`config.mk`:
```
export PLATFORM = sky130hd
export DESIGN_NAME = lpuart_tx
export DESIGN_NICKNAME = d
export VERILOG_FILES = /design/src/hdl/lpuart_tx_pkg.sv /design/src/hdl/lpuart_tx.sv
export SDC_FILE = /design/constraint.sdc
export NUM_CORES = 1
export LEC_CHECK = 0
export BUFFER_PORTS_ARGS = -buffer_cell sky130_fd_sc_hd__buf_2
export CORE_MARGIN = 1
export CORE_UTILIZATION = 35
export CTS_BUF_LIST = sky130_fd_sc_hd__clkbuf_4 sky130_fd_sc_hd__clkbuf_8
export CTS_CLUSTER_DIAMETER = 50
export DETAILED_ROUTE_END_ITERATION = 7
export PLACE_DENSITY_LB_ADDON = 0.08
export SYNTH_ARGS = -nofsm -noshare
export SYNTH_HDL_FRONTEND = slang
export SYNTH_SLANG_ARGS = --single-unit
```
`constraint.sdc`:
```
create_clock -name ref_clk -period 3.4 [get_ports ref_clk]
set_clock_uncertainty 0.05 [all_clocks]
set_input_delay 0.68 -clock ref_clk [delete_from_list [all_inputs] [get_ports ref_clk]]
set_output_delay 0.68 -clock ref_clk [all_outputs]
set_load 0.02 [all_outputs]
```
`src/hdl/lpuart_tx_pkg.sv`:
```
// Package for the low-energy serial port transmitter: register map, fields, reset values, carrier types.
// Assumes a single 100 MHz port clock and a 32-bit AHB-Lite register bus.
package lpuart_tx_pkg;
  localparam logic [7:0] OFS_CONTROL = 8'h00;
  localparam logic [7:0] OFS_COMMAND = 8'h04;
  localparam logic [7:0] OFS_STATUS = 8'h08;
  localparam logic [7:0] OFS_DIVIDER = 8'h0C;
  localparam logic [7:0] OFS_IFLAG = 8'h10;
  localparam logic [7:0] OFS_IMASK = 8'h14;
  localparam logic [7:0] OFS_TXBASIC = 8'h18;
  localparam logic [7:0] OFS_TXEXT = 8'h1C;
  // Control register fields
  localparam int CTRL_NINEBIT_POS = 0;
  localparam int CTRL_BIT8DEF_POS = 1;
  localparam int CTRL_IDLELOW_POS = 2;
  // Command register fields
  localparam int CMD_TX_ENABLE_CMD_POS = 0;
  localparam int CMD_TX_DISABLE_CMD_POS = 1;
  // Status register fields
  localparam int STAT_TX_ENABLED_STATUS_POS = 0;
  localparam int STAT_TXC_POS = 1;
  localparam int STAT_TXBFULL_POS = 2;
  // Interrupt flag / mask field
  localparam int IF_TXC_POS = 0;
  // Extended data port: bit 8 is the ninth bit
  localparam int TXEXT_BIT8_POS = 8;
  // Divider layout: integer bits 14:8, fraction bits 7:3
  localparam int DIV_LSB = 3;
  localparam int DIV_MSB = 14;
  localparam int DIV_WIDTH = 12;
  localparam int FRAC_WIDTH = 5;
  localparam int INT_WIDTH = 7;
  localparam logic [2:0] CTRL_RESET = 3'h0;
  localparam logic [11:0] DIV_RESET = 12'h000;
  localparam logic IMASK_RESET = 1'b0;
  localparam logic [31:0] RDATA_ZERO = 32'h0000_0000;

  typedef struct packed {
    logic ninth;
    logic [7:0] data;
  } frame_type;

  typedef struct packed {
    logic [7:0] addr;
    logic wr;
    logic rd;
  } bus_req_type;

  typedef enum logic [1:0] {TX_IDLE, TX_START, TX_DATA, TX_STOP} tx_state_type;
endpackage

```
`src/hdl/lpuart_tx.sv`:
```
// Transmit path and fractional baud generator of a low-energy serial port, AHB-Lite slave.
// Assumes a single clock ref_clk, synchronous active-high reset, one master, word accesses.
//
// Overview of operation
// - Baud divider is twelve bits: seven integer, five fraction.
// - Integer part right-aligned in upper 24 bits, fraction left-aligned in lower eight.
// - Bit rate is clock over one plus divider register over 256.
// - Empty shifter loads a buffered frame; shifting starts only while enabled.
// - After a frame, next buffered frame loads at once, else idle.
// - Command enable bit enables transmission, disable bit disables it.
// - Disable aborts ongoing transmission at once and discards the frame.
// - Disabled transmitter holds TX at idle level, high by default.
// - Read-only status bit 0 shows whether the transmitter is enabled.
// - Transmission ending with shifter and buffer empty sets complete flags.
// - Complete status clears when new data arrives; interrupt flag needs software.
// - Basic port writes eight bits; ninth bit comes from control default.
// - Extended port supplies ninth bit directly, overriding the default.
`timescale 1ns/1ps
module lpuart_tx
  import lpuart_tx_pkg::*;
(
  input wire logic ref_clk,
  input wire logic srst,
  input wire logic hsel,
  input wire logic [31:0] haddr,
  input wire logic [1:0] htrans,
  input wire logic hwrite,
  input wire logic [2:0] hsize,
  input wire logic [31:0] hwdata,
  input wire logic hready,
  output logic [31:0] hrdata,
  output logic hreadyout,
  output logic hresp,
  output logic txOut,
  output logic irq
);

  bus_req_type req_r;
  logic [2:0] ctrl_r;
  logic [11:0] div_r;
  logic tx_enable_cmd_r;
  frame_type buf_r;
  logic bufFull_r;
  frame_type shift_r;
  logic shiftFull_r;
  tx_state_type state_r;
  logic [3:0] bitIdx_r;
  logic [7:0] baudCnt_r;
  logic [FRAC_WIDTH-1:0] fracAcc_r;
  logic txc_r;
  logic txcIf_r;
  logic imask_r;
  logic txOut_r;
  logic [31:0] hrdata_r;
  logic wrCtrl, wrCmd, wrDiv, wrMask, wrBasic, wrExt, rdIf;
  logic bitEnd, extraCycle, frameDone, loadShift, doDisable;
  logic [FRAC_WIDTH:0] fracSum;
  logic [INT_WIDTH-1:0] divInt;
  logic [FRAC_WIDTH-1:0] divFrac;
  logic [3:0] lastBit;

  assign hreadyout = 1'b1;
  assign hresp = 1'b0;
  assign hrdata = hrdata_r;
  assign txOut = txOut_r;

  // Address phase capture; data phase acts one cycle later with zero wait states
  always_ff @(posedge ref_clk)
  begin
    if (srst)
      req_r <= '0;
    else if (hready)
    begin
      req_r.addr <= haddr[7:0];
      req_r.wr <= hsel && htrans[1] && hwrite;
      req_r.rd <= hsel && htrans[1] && !hwrite;
    end
    else
    begin
      req_r.wr <= 1'b0;
      req_r.rd <= 1'b0;
    end
  end

  assign wrCtrl = req_r.wr && req_r.addr == OFS_CONTROL;
  assign wrCmd = req_r.wr && req_r.addr == OFS_COMMAND;
  assign wrDiv = req_r.wr && req_r.addr == OFS_DIVIDER;
  assign wrMask = req_r.wr && req_r.addr == OFS_IMASK;
  assign wrBasic = req_r.wr && req_r.addr == OFS_TXBASIC;
  assign wrExt = req_r.wr && req_r.addr == OFS_TXEXT;
  assign rdIf = req_r.rd && req_r.addr == OFS_IFLAG;

  always_ff @(posedge ref_clk)
  begin
    if (srst)
      ctrl_r <= CTRL_RESET;
    else if (wrCtrl)
      ctrl_r <= hwdata[2:0];
  end

  // twelve-bit divider taken from its register position
  always_ff @(posedge ref_clk)
  begin
    if (srst)
      div_r <= DIV_RESET;
    else if (wrDiv)
      // integer right-aligned from bit 8 up, fraction at the top of the low byte
      div_r <= hwdata[DIV_MSB:DIV_LSB];
  end

  assign divInt = div_r[DIV_WIDTH-1:FRAC_WIDTH];
  assign divFrac = div_r[FRAC_WIDTH-1:0];

  always_ff @(posedge ref_clk)
  begin
    if (srst)
      imask_r <= IMASK_RESET;
    else if (wrMask)
      imask_r <= hwdata[IF_TXC_POS];
  end

  // enable and disable commands; disable wins if both are written
  assign doDisable = wrCmd && hwdata[CMD_TX_DISABLE_CMD_POS];
  always_ff @(posedge ref_clk)
  begin
    if (srst)
      tx_enable_cmd_r <= 1'b0;
    else if (doDisable)
      tx_enable_cmd_r <= 1'b0;
    else if (wrCmd && hwdata[CMD_TX_ENABLE_CMD_POS])
      tx_enable_cmd_r <= 1'b1;
  end

  // Transmit buffer, one frame deep; a write to a full buffer overwrites it
  assign loadShift = bufFull_r && !shiftFull_r;
  always_ff @(posedge ref_clk)
  begin
    if (srst)
    begin
      buf_r <= '0;
      bufFull_r <= 1'b0;
    end
    else if (wrExt)
    begin
      // ninth bit from the extended port itself
      buf_r.data <= hwdata[7:0];
      buf_r.ninth <= hwdata[TXEXT_BIT8_POS];
      bufFull_r <= 1'b1;
    end
    else if (wrBasic)
    begin
      // ninth bit from the control default
      buf_r.data <= hwdata[7:0];
      buf_r.ninth <= ctrl_r[CTRL_BIT8DEF_POS];
      bufFull_r <= 1'b1;
    end
    else if (loadShift)
      bufFull_r <= 1'b0;
  end

  // each bit lasts divInt+1 clocks, one more when the fraction carries
  // fraction accumulator spreads the extra cycles across bits
  assign fracSum = {1'b0, fracAcc_r} + {1'b0, divFrac};
  assign extraCycle = fracSum[FRAC_WIDTH];
  assign bitEnd = (state_r != TX_IDLE)
    && (baudCnt_r == ({1'b0, divInt} + {7'h00, extraCycle}));
  assign lastBit = ctrl_r[CTRL_NINEBIT_POS] ? 4'h8 : 4'h7;
  assign frameDone = bitEnd && state_r == TX_STOP;

  always_ff @(posedge ref_clk)
  begin
    if (srst || doDisable || state_r == TX_IDLE || bitEnd)
      baudCnt_r <= 8'h00;
    else
      baudCnt_r <= baudCnt_r + 8'h01;
  end

  always_ff @(posedge ref_clk)
  begin
    if (srst)
      fracAcc_r <= '0;
    else if (bitEnd)
      fracAcc_r <= fracSum[FRAC_WIDTH-1:0];
  end

  // Shift register and frame sequencer
  always_ff @(posedge ref_clk)
  begin
    if (srst)
    begin
      shift_r <= '0;
      shiftFull_r <= 1'b0;
      state_r <= TX_IDLE;
      bitIdx_r <= 4'h0;
    end
    // abort and drop the frame in the shifter
    else if (doDisable)
    begin
      shiftFull_r <= 1'b0;
      state_r <= TX_IDLE;
      bitIdx_r <= 4'h0;
    end
    else
    begin
      unique case (state_r)
        TX_IDLE:
        begin
          // load when empty, start only while enabled
          if (loadShift)
          begin
            shift_r <= buf_r;
            shiftFull_r <= 1'b1;
          end
          else if (shiftFull_r && tx_enable_cmd_r)
            state_r <= TX_START;
        end
        TX_START:
          if (bitEnd)
          begin
            state_r <= TX_DATA;
            bitIdx_r <= 4'h0;
          end
        TX_DATA:
          if (bitEnd)
          begin
            if (bitIdx_r == lastBit)
              state_r <= TX_STOP;
            bitIdx_r <= bitIdx_r + 4'h1;
          end
        TX_STOP:
          // finished frame empties the shifter; next one loads in idle at once
          if (bitEnd)
          begin
            shiftFull_r <= 1'b0;
            state_r <= TX_IDLE;
          end
      endcase
    end
  end

  // start low, data LSB first, ninth bit only in nine-bit mode, stop high
  // idle level while disabled or idle, high unless inverted in control
  always_ff @(posedge ref_clk)
  begin
    if (srst)
      txOut_r <= 1'b1;
    else
    begin
      unique case (state_r)
        TX_START: txOut_r <= 1'b0;
        TX_DATA: txOut_r <= (bitIdx_r == 4'h8) ? shift_r.ninth : shift_r.data[bitIdx_r[2:0]];
        TX_STOP: txOut_r <= 1'b1;
        TX_IDLE: txOut_r <= !ctrl_r[CTRL_IDLELOW_POS];
      endcase
      if (doDisable)
        txOut_r <= !ctrl_r[CTRL_IDLELOW_POS];
    end
  end

  // complete status set when the last frame ends with nothing queued
  // status cleared by new data; new data wins over set
  always_ff @(posedge ref_clk)
  begin
    if (srst)
      txc_r <= 1'b0;
    else if (frameDone && !bufFull_r && !wrBasic && !wrExt)
      txc_r <= 1'b1;
    else if (wrBasic || wrExt)
      txc_r <= 1'b0;
  end

  // sticky interrupt flag; read clears, a new event in the same cycle wins
  always_ff @(posedge ref_clk)
  begin
    if (srst)
      txcIf_r <= 1'b0;
    else if (frameDone && !bufFull_r && !wrBasic && !wrExt)
      txcIf_r <= 1'b1;
    // Clear only a flag that the read returned; an event after the address phase is kept
    else if (rdIf && hrdata_r[IF_TXC_POS])
      txcIf_r <= 1'b0;
  end

  assign irq = txcIf_r && imask_r;

  // Read data registered in the address phase so it stands in the data phase
  always_ff @(posedge ref_clk)
  begin
    if (srst)
      hrdata_r <= RDATA_ZERO;
    else if (hready && hsel && htrans[1] && !hwrite)
    begin
      hrdata_r <= RDATA_ZERO;
      unique case (haddr[7:0])
        OFS_CONTROL: hrdata_r[2:0] <= ctrl_r;
        OFS_STATUS: hrdata_r[2:0] <= {bufFull_r, txc_r, tx_enable_cmd_r};
        OFS_DIVIDER: hrdata_r[DIV_MSB:DIV_LSB] <= div_r;
        OFS_IFLAG: hrdata_r[IF_TXC_POS] <= txcIf_r;
        OFS_IMASK: hrdata_r[IF_TXC_POS] <= imask_r;
        default: hrdata_r <= RDATA_ZERO;
      endcase
    end
  end

  // Cover of main scenarios
  cov_frame_done: cover property (@(posedge ref_clk) disable iff (srst) frameDone);
  cov_abort: cover property (@(posedge ref_clk) disable iff (srst) doDisable && state_r == TX_DATA);
  cov_back_to_back: cover property (@(posedge ref_clk) disable iff (srst) frameDone && bufFull_r);

  chk_disable_aborts: assert property (@(posedge ref_clk) disable iff (srst)
    doDisable |=> state_r == TX_IDLE && !shiftFull_r && !tx_enable_cmd_r)
    else $error("disable did not abort");
  chk_enable_status: assert property (@(posedge ref_clk) disable iff (srst)
    wrCmd && hwdata[CMD_TX_ENABLE_CMD_POS] && !hwdata[CMD_TX_DISABLE_CMD_POS] |=> tx_enable_cmd_r)
    else $error("enable not taken");
  chk_idle_level: assert property (@(posedge ref_clk) disable iff (srst)
    !tx_enable_cmd_r && $past(!tx_enable_cmd_r) && state_r == TX_IDLE |-> txOut_r == !$past(ctrl_r[CTRL_IDLELOW_POS]))
    else $error("tx not idle while disabled");
  chk_no_start_disabled: assert property (@(posedge ref_clk) disable iff (srst)
    state_r == TX_IDLE && !tx_enable_cmd_r |=> state_r == TX_IDLE)
    else $error("started while disabled");
  chk_start_low: assert property (@(posedge ref_clk) disable iff (srst)
    state_r == TX_START && $past(state_r) == TX_START |-> !txOut_r)
    else $error("start bit not low");
  chk_stop_high: assert property (@(posedge ref_clk) disable iff (srst)
    state_r == TX_STOP && $past(state_r) == TX_STOP |-> txOut_r)
    else $error("stop bit not high");
  chk_txc_set: assert property (@(posedge ref_clk) disable iff (srst)
    frameDone && !bufFull_r && !wrBasic && !wrExt |=> txc_r && txcIf_r)
    else $error("complete flags not set");
  chk_txc_clear: assert property (@(posedge ref_clk) disable iff (srst)
    (wrBasic || wrExt) |=> !txc_r)
    else $error("complete status not cleared");
  chk_basic_ninth: assert property (@(posedge ref_clk) disable iff (srst)
    wrBasic && !wrExt |=> buf_r.ninth == $past(ctrl_r[CTRL_BIT8DEF_POS]) && bufFull_r)
    else $error("basic port ninth bit wrong");
  chk_ext_ninth: assert property (@(posedge ref_clk) disable iff (srst)
    wrExt |=> buf_r.ninth == $past(hwdata[TXEXT_BIT8_POS]))
    else $error("extended port ninth bit wrong");
  chk_bit_length: assert property (@(posedge ref_clk) disable iff (srst)
    bitEnd |-> baudCnt_r >= {1'b0, divInt} && baudCnt_r <= {1'b0, divInt} + 8'h01)
    else $error("bit length off");
  chk_irq_mask: assert property (@(posedge ref_clk) disable iff (srst)
    irq |-> txcIf_r && imask_r)
    else $error("irq without unmasked flag");

endmodule // lpuart_tx

```
# Word-level counts from Yosys, hierarchy flattened
# Cells that the tools add are included.
[word_totals]
register_bits = 84
in_bits = 74
out_inout_bits = 36
[classes]
addsub = 4
order_cmp = 1
eq_ne = 23
n_mux = 31
bitwise_logic = 2
n_reduce_logical = 50
[ops]
columns = ["cell", "count"]
rows = [
  ["$eq 8x5->1 const B", 6],
  ["$eq 8x4->1 const B", 3],
  ["$logic_and 1x1->1", 24],
  ["$mux 9", 2],
  ["$logic_not 8->1", 2],
  ["$mux 1", 12],
  ["$mux 12", 1],
  ["$mux 2", 6],
  ["$mux 4", 3],
  ["$ne 2x2->1 const B", 6],
  ["$reduce_bool 2->1", 6],
  ["$reduce_and 3->1", 3],
  ["$add 7x1->8", 1],
  ["$add 8x1->8 const B", 1],
  ["$eq 8x3->1 const B", 1],
  ["$eq 8x8->1", 1],
  ["$pmux 1 s4", 2],
  ["$pmux 2 s4", 1],
  ["$pmux 4 s2", 1],
  ["$add 5x5->6", 1],
  ["$logic_not 1->1", 6],
  ["$reduce_and 6->1", 1],
  ["$add 4x1->4 const B", 1],
  ["$eq 2x2->1 const B", 2],
  ["other kinds (13)", 18],
]

# Longest topological paths before layout
[depth]
word_depth = 9
depth_mapped = 15
ltp_nobuf = 14

# Worst setup path after synthesis
# OpenSTA, ideal clock, no wires.
[synth_timing]
kind = "register to register"
start = "register div_r[1]"
end = "register fracAcc_r[0]"
setup_ps = 128
arrival_time_ps = 2911
required_ps = 3222
slack_ps = 312
path_stages_with_launch = 15
path_buffers = 1
cell_sequence = "dfxtp_1 -> ha_1 -> a21o_1 -> a21oi_1 -> nor2b_1 -> o21ai_0 -> nand2b_1 -> ha_1 -> ha_1 -> or4b_1 -> o311ai_1 -> o2111a_2 -> buf_8 -> mux2i_1 -> nor2_1"
[synth_between]
elab_chain_len = 4
[synth_rtl]
columns = ["item", "line_no", "text"]
rows = [
  ["start: declaration", "lpuart_tx.sv:40", "logic [11:0] div_r;"],
  ["start signal: assignment", "lpuart_tx.sv:108", "div_r <= hwdata[DIV_MSB:DIV_LSB];"],
  ["$add 5x5->6", "lpuart_tx.sv:163", "assign fracSum = {1'b0, fracAcc_r} + {1'b0, divFrac};"],
  ["$add 7x1->8", "lpuart_tx.sv:166", "&& (baudCnt_r == ({1'b0, divInt} + {7'h00, extraCycle}));"],
  ["$eq 8x8->1", "lpuart_tx.sv:166", ""],
  ["$logic_and 1x1->1", "lpuart_tx.sv:166", ""],
  ["end signal: assignment", "lpuart_tx.sv:183", "fracAcc_r <= fracSum[FRAC_WIDTH-1:0];"],
  ["end: declaration", "lpuart_tx.sv:49", "logic [FRAC_WIDTH-1:0] fracAcc_r;"],
]
# No other way between the ends.
# A chain may end at the register's enable or synchronous reset.

# Worst setup path after layout
[layout_timing]
start = "register fracAcc_r[1]"
end = "register state_r[1]"
[layout_between]
elab_chain_len = 6
word_cells_on_any_way = 8
classes_between = "add/sub (2); eq/ne (4); reduce/logical (2)"
[layout_rtl]
columns = ["item", "line_no", "text"]
rows = [
  ["$add 5x5->6 *", "lpuart_tx.sv:163", ""],
  ["$add 7x1->8 *", "lpuart_tx.sv:166", ""],
  ["$eq 8x8->1 *", "lpuart_tx.sv:166", ""],
  ["$logic_and 1x1->1 *", "lpuart_tx.sv:166", ""],
  ["$ne 2x2->1 (no line)", "n/a", ""],
  ["$reduce_and 6->1 (no line) *", "n/a", ""],
  ["end signal: assignment", "lpuart_tx.sv:193", "state_r <= TX_IDLE;"],
  ["end signal: assignment", "lpuart_tx.sv:200", "state_r <= TX_IDLE;"],
  ["end signal: assignment", "lpuart_tx.sv:215", "state_r <= TX_START;"],
  ["end: declaration", "lpuart_tx.sv:46", "tx_state_type state_r;"],
]
# Mark *: on every way between the ends. The rest lies on a longest branch, timed or not.

==> impl_metrics.tcl <==
set metrics [dict create \
    hold_path_depth 2 \
    multi_input_area_um2 2080 \
    slew_viol_final 0 \
    async_flop_share_pct 0 \
    cts_buffer_depth 2 \
    dp_hpwl_um 6410 \
    drt_pass1_iterations 6 \
    worst_setup_path_start_kind "flop" \
    postLayoutCellArea_um2 4500 \
    outcome "complete, no violations" \
    ys_seq_elements 84 \
    root_buffer "clkbuf_8" \
    hold_viol_final 0 \
    worst_pin_slew_ns 0.741 \
    cp-end-kind "flop" \
    grt_pass1_wl_um 14700 \
    grt_overflow 0 \
    r2r_cells 14 \
    drt-total-wl_um 9110 \
    ys_warn_count 0 \
    min_period_ns 3.19 \
    relSlewSlack_pct 50.6 \
    syn2layout_area_growth_pct 12.8 \
    vias_per_cell 4.91 \
    synth_cells 452 \
    dieWidth_um 109 \
    synth_ff_type "dfxtp_1" \
    finalPower_mw 1.87 \
    drt-wirelength-per-cell_um 14.3 \
    fillers 1110 \
    pin_count 110 \
    coreArea_um2 11000 \
    yosys.cell_types.count 54 \
    cts_tree "done" \
    place.gp.congestion 0.734 \
    final-setup-viol-count 0 \
    die_h_um 109 \
    irDropWorstVdd_v 0.000270 \
    seq_area_frac_synth_pct 42.2 \
    route.detailed.drc 0 \
    worstPathArrival_ns 3.44 \
    n_antenna_cell 0 \
    placed_area_um2 4260 \
    max_cap_viol_count 0 \
    rows 38 \
    fin_util_pct 41.0 \
    final_layout_size_suffix_gt1_share_pct 15.8 \
    regArea_um2 1680 \
    cts.sink_count 84 \
    clock.fmax_ghz 0.314 \
    grt_usage_pct 16.5 \
    htree_levels 3 \
    vias 3115 \
    cts_hold_buf 0 \
    antenna_found_initial 0 \
    drtIter0Drc 137 \
    crit_fanout 15 \
    leakage_nw 1.90 \
    insertion_delay_ns 0.37 \
    grt_pass1_vias 2837 \
    synthesis.area_um2 3990 \
    final_nets 581 \
    synth_edf_count 0 \
    start_util_pct 36.3 \
    period_share_pct 93.7 \
    place_ws_ns 0.0794 \
    post-route-worst-setup-slack_ns 0.214 \
    setup-tns-final_ns 0 \
    required_ns 3.65 \
    avgSynthCellArea_um2 8.82 \
    die_area_um2 11800 \
    portBuffers 45 \
    grt_max_degree 69 \
    path_class "flop to flop" \
    clk_pin_slew_worst_paths_ns 0.08 \
    postRouteAntennaNets 0 \
    cts_made_buffers 9 \
    power_density_nw_per_um2 415 \
    hold_class "flop to flop" \
]
placed cells by master (no fill, tap or decap), types with 2 or more instances in the layout:
cell,count
nand2b_1,3
nand2_1,59
nor3b_1,4
clkbuf_8,10
o22ai_1,2
nand4_1,6
and4_1,4
conb_1,19
xor2_1,6
bufinv_16,2
a21o_1,3
a31oi_1,2
mux4_2,2
inv_1,14
a21oi_1,29
and4b_1,3
nor3_1,9
ha_1,13
buf_4,7
a2bb2oi_1,2
xnor2_1,11
dfxtp_1,84
o21ai_0,6
nor2_1,59
clkbuf_4,2
a22oi_1,13
nor4_1,3
nand3_1,8
buf_2,45
nor2b_1,3
o211ai_1,2
mux2i_1,33
layout make-up:
cell class / count / share of cell area, %
multi-input combinational: 330 / 46.2
sequential: 84 / 37.4
timing repair buffer: 53 / 6.62
tap: 140 / 3.89
clock buffer: 12 / 3.39
clock inverter: 2 / 1.34
inverter: 14 / 1.17
metrics by stage:
step / hold WS, ns / std cells
2_1_floorplan: 0.386 / 469
3_3_place_gp: 0.399 / 620
3_5_place_dp: 0.400 / 620
4_1_cts: 0.412 / 634
5_1_grt: 0.429 / 635
6_report: 0.407 / 635
critical path: stages (launching register included):
cell	delay, ns
dfxtp_1	0.34
ha_1	0.27
a21o_1	0.19
a21oi_2	0.14
nor2b_1	0.06
o21ai_0	0.14
nand2b_1	0.08
ha_1	0.20
ha_2	0.21
or4b_1	0.52
o311ai_1	0.11
o2111a_2	0.30
buf_12	0.16
o21a_1	0.17
mux2i_1	0.18
registers in the layout, summed over array words and instances (netlist names):
signal / flops
bitIdx_r: 4
req_r: 10
bufFull_r: 1
imask_r: 1
state_r: 2
txOut: 1
txc_r: 1
fracAcc_r: 5
div_r: 12
tx_enable_cmd_r: 1
shiftFull_r: 1
shift_r: 9
ctrl_r: 3
txcIf_r: 1
buf_r: 9
baudCnt_r: 8
hrdata: 15
metal layers:
| metal | wire length, µm | GRT usage, % | up-vias | share of wire, % |
|---|---|---|---|---|
| li1 | - | - | 1601 | - |
| met1 | 4660 | 22.8 | 1434 | 51 |
| met2 | 3880 | 24.5 | 69 | 43 |
| met3 | 436 | 4.48 | 11 | 4.8 |
| met4 | 130 | 6.27 | 0 | 1.4 |
| met5 | 0 | 0 | - | 0 |
kinds of logic (layout without fill, tap and decap cells):
family | after synthesis | in the layout | share of synthesized area [%]
other | 2 | 19 | 0.188
and+or+nand+nor | 172 | 172 | 20.2
AOI/OAI and AO/OA | 72 | 72 | 11.7
xor gates and xnor gates | 17 | 17 | 3.73
muxes | 35 | 35 | 9.41
buffers and inverters | 55 | 81 | 7.66
DFF | 84 | 84 | 42.2
adders and majority gates | 15 | 15 | 4.89
synth_stat cells (3+ instances only):
| library cell | number | share of area (%) |
|---|---|---|
| dfxtp_1 | 84 | 42 |
| nand2_1 | 59 | 5.6 |
| nor2_1 | 59 | 5.6 |
| mux2i_1 | 33 | 8.3 |
| a21oi_1 | 30 | 3.8 |
| buf_4 | 22 | 4.1 |
| clkbuf_1 | 14 | 1.3 |
| ha_1 | 14 | 4.4 |
| inv_1 | 14 | 1.3 |
| a22oi_1 | 13 | 2.4 |
| xnor2_1 | 11 | 2.4 |
| nor3_1 | 9 | 1.1 |
| nand3_1 | 8 | 1.0 |
| nand4_1 | 6 | 0.94 |
| o21ai_0 | 6 | 0.75 |
| xor2_1 | 6 | 1.3 |
| and4_1 | 4 | 0.88 |
| buf_2 | 4 | 0.50 |
| nor3b_1 | 4 | 0.75 |
| a21o_1 | 3 | 0.56 |
| and4b_1 | 3 | 0.75 |
| nand2b_1 | 3 | 0.47 |
| nor2b_1 | 3 | 0.47 |
| nor4_1 | 3 | 0.47 |
final timing paths:
path                              endpoint  slack, ns          from
worst min-delay path              buf_r[3]       0.41      buf_r[3]
worst max-delay path            state_r[1]       0.21  fracAcc_r[1]
worst min register to register    buf_r[3]       0.41      buf_r[3]
worst max register to register  state_r[1]       0.21  fracAcc_r[1]
what timing repair did:
item	in CTS	in global routing
gates resized for setup	0	3
endpoints found under the setup margin	0	21
setup buffers	0	1
power breakdown:
group	switching, mW	leakage [nW]	total, mW	internal (mW)
combinational	0.0606	1.12	0.0860	0.0254
sequential	0.00625	0.678	0.995	0.989
clock	0.343	0.109	0.786	0.443
total	0.410	1.90	1.87	1.46
(Power assumes the default switching activity.)
